===== config.mk =====
export PLATFORM = sky130hd
export DESIGN_NAME = plss_port_link_slot
export DESIGN_NICKNAME = d
export VERILOG_FILES = /design/src/core/plss_pkg.sv /design/src/core/plss_link_track.sv /design/src/core/plss_port_link_slot.sv
export SDC_FILE = /design/constraint.sdc
export NUM_CORES = 1
export LEC_CHECK = 0
export ABC_AREA = 1
export ABC_CLOCK_PERIOD_IN_PS = 1300
export BUFFER_PORTS_ARGS = -buffer_cell sky130_fd_sc_hd__buf_2
export CAP_MARGIN = 25
export CORE_ASPECT_RATIO = 0.5
export CORE_UTILIZATION = 44
export CTS_BUF_LIST = sky130_fd_sc_hd__clkbuf_16
export DETAILED_ROUTE_END_ITERATION = 10
export PLACE_DENSITY = 0.79
export SLEW_MARGIN = 0
export SYNTH_ARGS = -nofsm -noshare
export SYNTH_HDL_FRONTEND = slang
export SYNTH_HIERARCHICAL = 1
export SYNTH_SLANG_ARGS = --single-unit

===== constraint.sdc =====
create_clock -name mclk -period 1.3 [get_ports mclk]
set_input_delay 0.26 -clock mclk [delete_from_list [all_inputs] [get_ports mclk]]
set_output_delay 0.26 -clock mclk [all_outputs]
set_load 0.005 [all_outputs]

===== src/core/plss_pkg.sv =====
package plss_pkg;
	// ****************************************
	// register map
	// ****************************************
	localparam int ADDR_W = 8;
	localparam int DATA_W = 32;
	localparam logic [7:0] OFF_LINK_STATE = 8'hd0;
	localparam logic [7:0] OFF_SLOT_CAP = 8'hd4;

	// ****************************************
	// link state report fields
	// ****************************************
	localparam int SPEED_LSB = 16;
	localparam int SPEED_W = 4;
	localparam int WIDTH_LSB = 20;
	localparam int WIDTH_W = 6;
	localparam int TRAIN_ERR_BIT = 26;
	localparam int TRAINING_BIT = 27;
	localparam int SLOT_CLK_BIT = 28;
	localparam int DL_ACTIVE_BIT = 29;
	localparam int RETRAIN_BIT = 5;
	localparam logic [3:0] SPEED_2G5 = 4'h1;
	localparam logic [3:0] SPEED_5G = 4'h2;
	localparam logic [3:0] SPEED_RESET = SPEED_5G;
	localparam logic [5:0] WIDTH_RESET = 6'h01;

	// ****************************************
	// slot capability fields
	// ****************************************
	localparam logic [31:0] CAPS_RESET = 32'h0000_0000;
	// bits 31:19, 16:0 without bit 2
	localparam logic [31:0] CAPS_IMPL_MASK = 32'hfff9_fffb;
	// power limit value 14:7 and scale 16:15
	localparam logic [31:0] CAPS_SW_MASK = 32'h0001_ff80;
endpackage


===== src/core/plss_link_track.sv =====
`timescale 1ns/1ps
module plss_link_track (
	input wire logic mclk,
	input wire logic reset,
	input wire logic train_start,
	input wire logic retrain,
	input wire logic train_fail,
	input wire logic train_done,
	input wire logic [plss_pkg::SPEED_W-1:0] speed_in,
	input wire logic [plss_pkg::WIDTH_W-1:0] width_in,
	output logic training,
	output logic train_err,
	output logic [plss_pkg::SPEED_W-1:0] speed,
	output logic [plss_pkg::WIDTH_W-1:0] width
);
	import plss_pkg::*;

	typedef enum logic [1:0] {
		TRN_IDLE = 2'b01,
		TRN_BUSY = 2'b10
	} plss_trn_e;

	plss_trn_e state_q;

	// ****************************************
	// training state
	// ****************************************
	// busy until done or fail
	always_ff @(posedge mclk) begin
		if (reset) begin
			state_q <= TRN_IDLE;
		end else begin
			unique case (state_q)
				TRN_IDLE: begin
					if ((train_start || retrain) && !train_done && !train_fail) begin
						state_q <= TRN_BUSY;
					end
				end
				TRN_BUSY: begin
					if (train_done || train_fail) begin
						state_q <= TRN_IDLE;
					end
				end
			endcase
		end
	end

	assign training = (state_q == TRN_BUSY);

	always_ff @(posedge mclk) begin
		if (reset) begin
			train_err <= 1'b0;
		end else if (train_fail) begin
			// set beats clear when both land together
			train_err <= 1'b1;
		end else if (train_done) begin
			train_err <= 1'b0;
		end
	end

	always_ff @(posedge mclk) begin
		if (reset) begin
			speed <= SPEED_RESET;
			width <= WIDTH_RESET;
		end else if (train_done) begin
			speed <= speed_in;
			width <= width_in;
		end
	end

	// ****************************************
	// checks
	// ****************************************
	AST_ERR_SET: assert property (@(posedge mclk) disable iff (reset)
		train_fail |=> train_err)
		else $error("training error not set after failure");
	AST_ERR_CLR: assert property (@(posedge mclk) disable iff (reset)
		train_done && !train_fail |=> !train_err)
		else $error("training error not cleared after success");
	AST_TRN_CLR: assert property (@(posedge mclk) disable iff (reset)
		train_done |=> !training)
		else $error("training flag held after completion");
	AST_TRN_SET: assert property (@(posedge mclk) disable iff (reset)
		(train_start || retrain) && !train_done && !train_fail |=> training)
		else $error("training flag not raised");
	AST_SPEED_RESET: assert property (@(posedge mclk)
		reset |=> speed == SPEED_RESET && width == WIDTH_RESET)
		else $error("speed or width reset value wrong");
endmodule


===== src/core/plss_port_link_slot.sv =====
`timescale 1ns/1ps
module plss_port_link_slot #(
	parameter bit IS_DOWNSTREAM = 1'b1
) (
	input wire logic mclk,
	input wire logic reset,
	input wire logic slot_clock_strap,
	input wire logic cfg_wr,
	input wire logic cfg_rd,
	input wire logic [plss_pkg::ADDR_W-1:0] cfg_addr,
	input wire logic [3:0] cfg_be,
	input wire logic [plss_pkg::DATA_W-1:0] cfg_wdata,
	output logic [plss_pkg::DATA_W-1:0] cfg_rdata,
	output logic cfg_rvalid,
	input wire logic ovr_wr,
	input wire logic [plss_pkg::ADDR_W-1:0] ovr_addr,
	input wire logic [plss_pkg::DATA_W-1:0] ovr_wdata,
	input wire logic link_train_start,
	input wire logic link_train_fail,
	input wire logic link_train_done,
	input wire logic [plss_pkg::SPEED_W-1:0] link_speed_in,
	input wire logic [plss_pkg::WIDTH_W-1:0] link_width_in,
	input wire logic dl_active_in,
	output logic retrain_req,
	output logic spl_msg_req
);
	import plss_pkg::*;

	// ****************************************
	// helpers
	// ****************************************
	function automatic logic [31:0] be_mask(input logic [3:0] be);
		be_mask = {{8{be[3]}}, {8{be[2]}}, {8{be[1]}}, {8{be[0]}}};
	endfunction

	function automatic logic [31:0] merge(input logic [31:0] old, input logic [31:0] nw,
			input logic [31:0] m);
		merge = (old & ~m) | (nw & m);
	endfunction

	logic slot_clk_q;
	logic dl_active_q;
	logic [31:0] caps_q;
	logic [31:0] link_word;
	logic [31:0] wmask;
	logic sw_caps_wr;
	logic sw_spl_wr;
	logic ovr_caps_wr;
	logic trk_training;
	logic trk_err;
	logic [SPEED_W-1:0] trk_speed;
	logic [WIDTH_W-1:0] trk_width;

	assign wmask = be_mask(cfg_be);
	assign sw_caps_wr = IS_DOWNSTREAM && cfg_wr && (cfg_addr == OFF_SLOT_CAP);
	assign sw_spl_wr = sw_caps_wr && ((wmask & CAPS_SW_MASK) != 32'h0000_0000);
	assign ovr_caps_wr = IS_DOWNSTREAM && ovr_wr && (ovr_addr == OFF_SLOT_CAP);

	// ****************************************
	// link training tracker
	// ****************************************
	plss_link_track u_track (
		.mclk(mclk),
		.reset(reset),
		.train_start(link_train_start),
		.retrain(retrain_req),
		.train_fail(link_train_fail),
		.train_done(link_train_done),
		.speed_in(link_speed_in),
		.width_in(link_width_in),
		.training(trk_training),
		.train_err(trk_err),
		.speed(trk_speed),
		.width(trk_width)
	);

	// ****************************************
	// retrain request
	// ****************************************
	// downstream retrain write
	always_ff @(posedge mclk) begin
		if (reset) begin
			retrain_req <= 1'b0;
		end else begin
			retrain_req <= IS_DOWNSTREAM && cfg_wr && (cfg_addr == OFF_LINK_STATE) &&
				cfg_be[0] && cfg_wdata[RETRAIN_BIT];
		end
	end

	// ****************************************
	// slot clock and link active
	// ****************************************
	// strap caught at reset
	always_ff @(posedge mclk) begin
		if (reset) begin
			// synchronous reset, so the strap level is sampled by the clock
			slot_clk_q <= slot_clock_strap;
		end else if (ovr_wr && (ovr_addr == OFF_LINK_STATE)) begin
			slot_clk_q <= ovr_wdata[SLOT_CLK_BIT];
		end
	end

	always_ff @(posedge mclk) begin
		if (reset) begin
			dl_active_q <= 1'b0;
		end else begin
			dl_active_q <= dl_active_in;
		end
	end

	// ****************************************
	// slot capability register
	// ****************************************
	// software writes only the power limit value and scale, the rest is read-only
	always_ff @(posedge mclk) begin
		if (reset) begin
			caps_q <= CAPS_RESET;
		end else if (ovr_caps_wr) begin
			// sideband wins, it programs board defaults
			caps_q <= ovr_wdata & CAPS_IMPL_MASK;
		end else if (sw_caps_wr) begin
			caps_q <= merge(caps_q, cfg_wdata, wmask & CAPS_SW_MASK);
		end
	end

	always_ff @(posedge mclk) begin
		if (reset) begin
			spl_msg_req <= 1'b0;
		end else begin
			spl_msg_req <= sw_spl_wr;
		end
	end

	// ****************************************
	// read path
	// ****************************************
	// reserved and link control half zero
	assign link_word = {2'b00, dl_active_q, slot_clk_q, trk_training, trk_err,
		trk_width, trk_speed, 16'h0000};

	always_ff @(posedge mclk) begin
		if (reset) begin
			cfg_rvalid <= 1'b0;
			cfg_rdata <= 32'h0000_0000;
		end else begin
			cfg_rvalid <= cfg_rd;
			if (cfg_rd) begin
				if (cfg_addr == OFF_LINK_STATE) begin
					cfg_rdata <= link_word;
				end else if (IS_DOWNSTREAM && (cfg_addr == OFF_SLOT_CAP)) begin
					cfg_rdata <= caps_q;
				end else begin
					cfg_rdata <= 32'h0000_0000;
				end
			end
		end
	end

	// ****************************************
	// checks
	// ****************************************
	AST_SPL_MSG: assert property (@(posedge mclk) disable iff (reset)
		sw_spl_wr |=> spl_msg_req ##1 !spl_msg_req || $past(sw_spl_wr))
		else $error("slot power message not requested");
	AST_NO_SPL_MSG: assert property (@(posedge mclk) disable iff (reset)
		!sw_spl_wr |=> !spl_msg_req)
		else $error("spurious slot power message");
	AST_UPSTREAM_CAPS: assert property (@(posedge mclk) disable iff (reset)
		!IS_DOWNSTREAM && cfg_rd && cfg_addr == OFF_SLOT_CAP |=> cfg_rdata == 32'h0000_0000)
		else $error("upstream port exposes slot_capability_info");
	AST_DL_ACTIVE: assert property (@(posedge mclk) disable iff (reset)
		cfg_rd && cfg_addr == OFF_LINK_STATE && !$past(reset) |=>
		cfg_rdata[DL_ACTIVE_BIT] == $past(dl_active_in, 2))
		else $error("link active bit does not follow data link state");
	AST_RSVD_ZERO: assert property (@(posedge mclk) disable iff (reset)
		cfg_rvalid |-> ($past(cfg_addr) != OFF_LINK_STATE || cfg_rdata[31:30] == 2'b00) &&
		($past(cfg_addr) != OFF_SLOT_CAP || (cfg_rdata[18:17] == 2'b00 && !cfg_rdata[2])))
		else $error("reserved bits read nonzero");
	AST_RO_CAPS: assert property (@(posedge mclk) disable iff (reset)
		sw_caps_wr && !ovr_caps_wr |=> (caps_q & ~CAPS_SW_MASK) == $past(caps_q & ~CAPS_SW_MASK))
		else $error("software changed a read-only capability field");
	AST_RETRAIN: assert property (@(posedge mclk) disable iff (reset)
		retrain_req && !link_train_done && !link_train_fail |=> trk_training)
		else $error("retrain did not start training");
	AST_RETRAIN_REQ: assert property (@(posedge mclk) disable iff (reset)
		cfg_wr && cfg_addr == OFF_LINK_STATE && cfg_be[0] && cfg_wdata[RETRAIN_BIT] |=>
		retrain_req == IS_DOWNSTREAM)
		else $error("retrain request does not follow control write");
	AST_STRAP: assert property (@(posedge mclk)
		reset |=> slot_clk_q == $past(slot_clock_strap))
		else $error("slot clock bit does not follow strap in reset");
	AST_CLK_OVR: assert property (@(posedge mclk) disable iff (reset)
		ovr_wr && ovr_addr == OFF_LINK_STATE |=>
		slot_clk_q == $past(ovr_wdata[SLOT_CLK_BIT]))
		else $error("sideband did not set slot clock bit");
	AST_CAPS_OVR: assert property (@(posedge mclk) disable iff (reset)
		ovr_caps_wr |=> caps_q == $past(ovr_wdata & CAPS_IMPL_MASK))
		else $error("sideband did not load slot_capability_info");
endmodule


**Word-level counts from Yosys, hierarchy flattened**

Cells that the tools add are included.

- Register bits: 82
- Word-level logic and storage cells: 54
- Output and inout port bits: 35

- Eq/ne operators: 8
- Reductions and logical operators: 19
- Bitwise gates (word level): 4
- Multiplexer cells: 11

Operator list:

| cell | number |
|---|---|
| $mux W32 | 4 |
| $and A32 B17 Y32 | 1 |
| $and A32 B32 Y32 | 1 |
| $eq A8 B8 Y1 const B | 4 |
| $not A17 Y32 | 1 |
| $or A32 B32 Y32 | 1 |
| $reduce_bool A32 Y1 | 1 |
| $logic_and A1 B1 Y1 | 9 |
| $reduce_bool A2 Y1 | 3 |
| $mux W1 | 4 |
| $mux W2 | 2 |
| $ne A2 B1 Y1 const B | 2 |
| $pmux W2 S2 | 1 |
| $eq A2 B1 Y1 const B | 1 |
| $eq A2 B2 Y1 const B | 1 |
| $logic_not A1 Y1 | 2 |
| $logic_or A1 B1 Y1 | 2 |
| $reduce_and A2 Y1 | 1 |
| $reduce_or A2 Y1 | 1 |

**Longest topological paths before layout**

- Depth after elaboration: 5
- Mapped depth: 10
- Mapped depth without buffers: 9

**Modules after synthesis**

The synthesis kept the hierarchy.

By module, submodules not included:

| module | area an instance (um^2) | sequential area each (um^2) | times used | cells an instance |
|---|---|---|---|---|
| plss_port_link_slot | 2977.9 | 1311.3 | 1 | 440 |
| plss_link_track | 494.2 | 260.2 | 1 | 67 |

**Least setup slack after synthesis**

Ideal clock, no wire load.

- Path type: input-to-reg
- Start point: input port ovr_addr[5] (netlist bit)
- End point: register slot_clk_q, enable pin
- Setup slack: 0.005 ns
- Required time: 0.980 ns
- Buffers on the path: 1
- Setup time: 0.320 ns
- Stages on the path: 6
- Data arrival time: 0.975 ns
- Path through: inv_1 -> nand2_1 -> nor2_1 -> buf_2 -> nand2_1 -> o31ai_1

- Cells in the longest elaborated chain, start to end: 3

RTL lines:

| element | RTL line | text |
|---|---|---|
| from (decl) | plss_port_link_slot.sv:16 | `input wire logic [plss_pkg::ADDR_W-1:0] ovr_addr,` |
| $eq A8 B8 Y1 | plss_port_link_slot.sv:98 | `end else if (ovr_wr && (ovr_addr == OFF_LINK_STATE)) begin` |
| $logic_and A1 B1 Y1 | plss_port_link_slot.sv:98 |  |
| $reduce_bool A2 Y1 (no source line) | n/a |  |
| to (signal assigned) | plss_port_link_slot.sv:97 | `slot_clk_q <= slot_clock_strap;` |
| to (signal assigned) | plss_port_link_slot.sv:99 | `slot_clk_q <= ovr_wdata[SLOT_CLK_BIT];` |
| to (decl) | plss_port_link_slot.sv:41 | `logic slot_clk_q;` |

Every way passes these cells.
A chain may end at the register's enable or synchronous reset.

**Final worst setup path**

Ends and elaborated chain as after synthesis.

==> results.txt <==
Status: finished, final reports clean
Setup slack after layout: 0.214 ns
TritonCTS clock tree: done
Initial Util: 46.4%
First-pass GRT wire length: 13800 µm
Worst setup EP type: flop
Routed vias: 3429
CP startpoint kind: primary input
Top cell type's share of synthesized area: 44.4%
Seq cells post-synth: 78
Initial antenna violation count: 0
Leak: 2.26 nW
Num CTS Buffers: 9
Area grow syn2layout: 28.3%
WP data required: 1.32 ns
Detail Route Antenna Nets: 0
Final period util: 83.5%
Syn nets: 611
Core Region: 0.00749 mm²
Slowest cell on crit path: o31ai_1
Final min period: 1.09 ns
Antenna cells: 0
Hold path start: link_speed_in[1]
Die ar.: 0.00827 mm²
Most used cell, CP: nand2_1
Placed cell count: 720
Synth unique cells: 24
Most common cell after layout, fill and taps aside: nand2_1
Vias in the first global route: 3124
CTS Buffer Depth: 2
Final Hold Slack: 0.137 ns
Seq/Total Area, Yosys: 45.3%
Hold Crit Depth: 3
Netlist Area Pre-Place: 0.00347 mm²
DRC viols: 0
Post-CTS Hold Fix Bufs: 0
Syn Inst Count: 507
Max stage delay on crit path: 0.25 ns
R2R Path End: cfg_rdata[27]
I/O pin count: 139
Worst clock skew: 0.00436 ns
DRT Wirelength: 8260 µm
Port bufs: 112
Most frequent cells in the layout: nand2_1, buf_2, dfxtp_1
Aggregate global routing overflow: 0
Hold Path Class: primary input to flop
Setup violators final: 0
DP Worst Slack: -0.140 ns
Reg2reg path depth: 6
Mean post-synth cell area: 6.85 µm²
Worst-path maximum fanout: 2
Crit path kind: primary input to flop
Post-CTS Setup Bufs: 0
Synthesis Warnings: 6
Cell Count, Final, Fillers Out: 736
Chip width: 128 µm
CTS HTree Levels: 3
DR pass1 iterations: 5
Post-cts sizing count: 0
GPL Wtd Cong: 0.771
Power density over the cells: 1150 mW/mm²
CTS sink count: 78
Routed len/inst: 11.2 µm
Vias per cell: 4.66
Total negative slack: 0 ns
Reg-to-Reg Start: u_track/state_q[1]
WP data arrival: 1.10 ns
Final Slew Violations: 0
Tot GR Track Use: 21.5%
Fmax: 0.921 GHz
RSZ-0062 raised after global routing: no
Cell taking the most area after synthesis: dfxtp_1
Num rows: 22
Clock Latency Late Sink: 0.33 ns
Reg-to-reg setup timing slack: 0.51 ns
Hold EP: u_track/speed[1]
Clock root cell: clkbuf_16
CTS clock-pin slew for the worst setup and hold paths: 0.06 ns
Largest net degree at the start of global routing: 50
Dpl hpwl: 6020 µm
# Max-Cap Violations: 0
Die Y: 64.8 µm
Critical path launch point: ovr_addr[5]
Proportion of layout cells with a drive suffix above 1: 24.2%
Maximum vdd drop: 0.587 mV
Final Total Pwr: 5.11 mW
Final Hold Vio Count: 0
Initial detailed-routing violation count: 129
Top post-synthesis cells by area: dfxtp_1, nand2_1, inv_1
NumNets Final: 727
Critical-path cell list: buf_2 -> inv_1 -> nand2_1 -> nor2_1 -> buf_4 -> nand2_1 -> o31ai_1
-- synth_stat cells --
library cell and count:
buf_6 4, buf_1 1, buf_2 8, nor2_4 4, nand3_1 37, nand4_1 12, nand2_2 2, nand3b_1 1
conb_1 1, nor3b_1 1, nand3_4 1, dfxtp_1 77, nor3_1 3, clkbuf_1 10, buf_4 5, nor2_1 65
nand2_1 130, edfxtp_1 1, o21ai_0 30, inv_2 1, and2_1 1, inv_1 70, a21oi_1 41, o31ai_1 1
-- critical path, delay by kind of cell --
family / cells / cell delay [ns]
AND/OR/NAND/NOR: 3 / 0.29
AO/OA/AOI/OAI: 1 / 0.25
buffers and inverters: 3 / 0.30
-- per-stage QoR --
stage               cell area [µm²]  util, %
floorplan                      3470        -
global placement               4200     56.1
detailed placement             4200     56.1
CTS                            4460     59.5
global route                   4460     59.5
finish                         4460     59.5
-- final cells by class --
cell class                      instances  area, µm²
Clock buffer                            9        225
Clock inverter                          7       31.3
Fill cell                             722       3030
Inverter                               71        267
Multi-Input combinational cell        330       1470
Sequential cell                        78       1570
Tap cell                              108        135
Timing Repair Buffer                  133        756
-- layer usage --
| layer | vias to the layer above | part of all wire, % | GRT usage [%] |
|---|---|---|---|
| met3 | 6 | 5.6 | 5.45 |
| met4 | 0 | 0.82 | 7.65 |
| met2 | 82 | 49 | 38.8 |
| li1 | 1808 | - | - |
| met5 | - | 0 | 0 |
| met1 | 1533 | 44 | 24.9 |
-- cell families (layout without fill, tap and decap cells) --
group / count (synthesis) / after routing / synth area share, %
and+or+nand+nor: 257 / 257 / 31.8
buffers and inverters: 99 / 220 / 12.4
DFF: 78 / 78 / 45.3
AOI/OAI and AO/OA: 72 / 72 / 10.5
other: 1 / 1 / 0.108
-- how the worst max path moves through the flow --
stage | endpoint | slack (ns) | depth (start not counted)
after global placement | slot_clk_q | -0.13 | 7
final | slot_clk_q | 0.21 | 7
after global routing | slot_clk_q | 0.11 | 7
after detailed placement | slot_clk_q | -0.14 | 7
after floorplan | slot_clk_q | 0.005 | 6
after CTS | cfg_rdata[12] | 0.21 | 1
-- where the power goes --
part / total (mW) / switching, mW / internal [mW]
Clock: 2.16 / 0.910 / 1.25
Sequential: 2.49 / 0.0301 / 2.46
Combinational: 0.456 / 0.254 / 0.202
No activity file was read; power rests on OpenSTA's default activity.
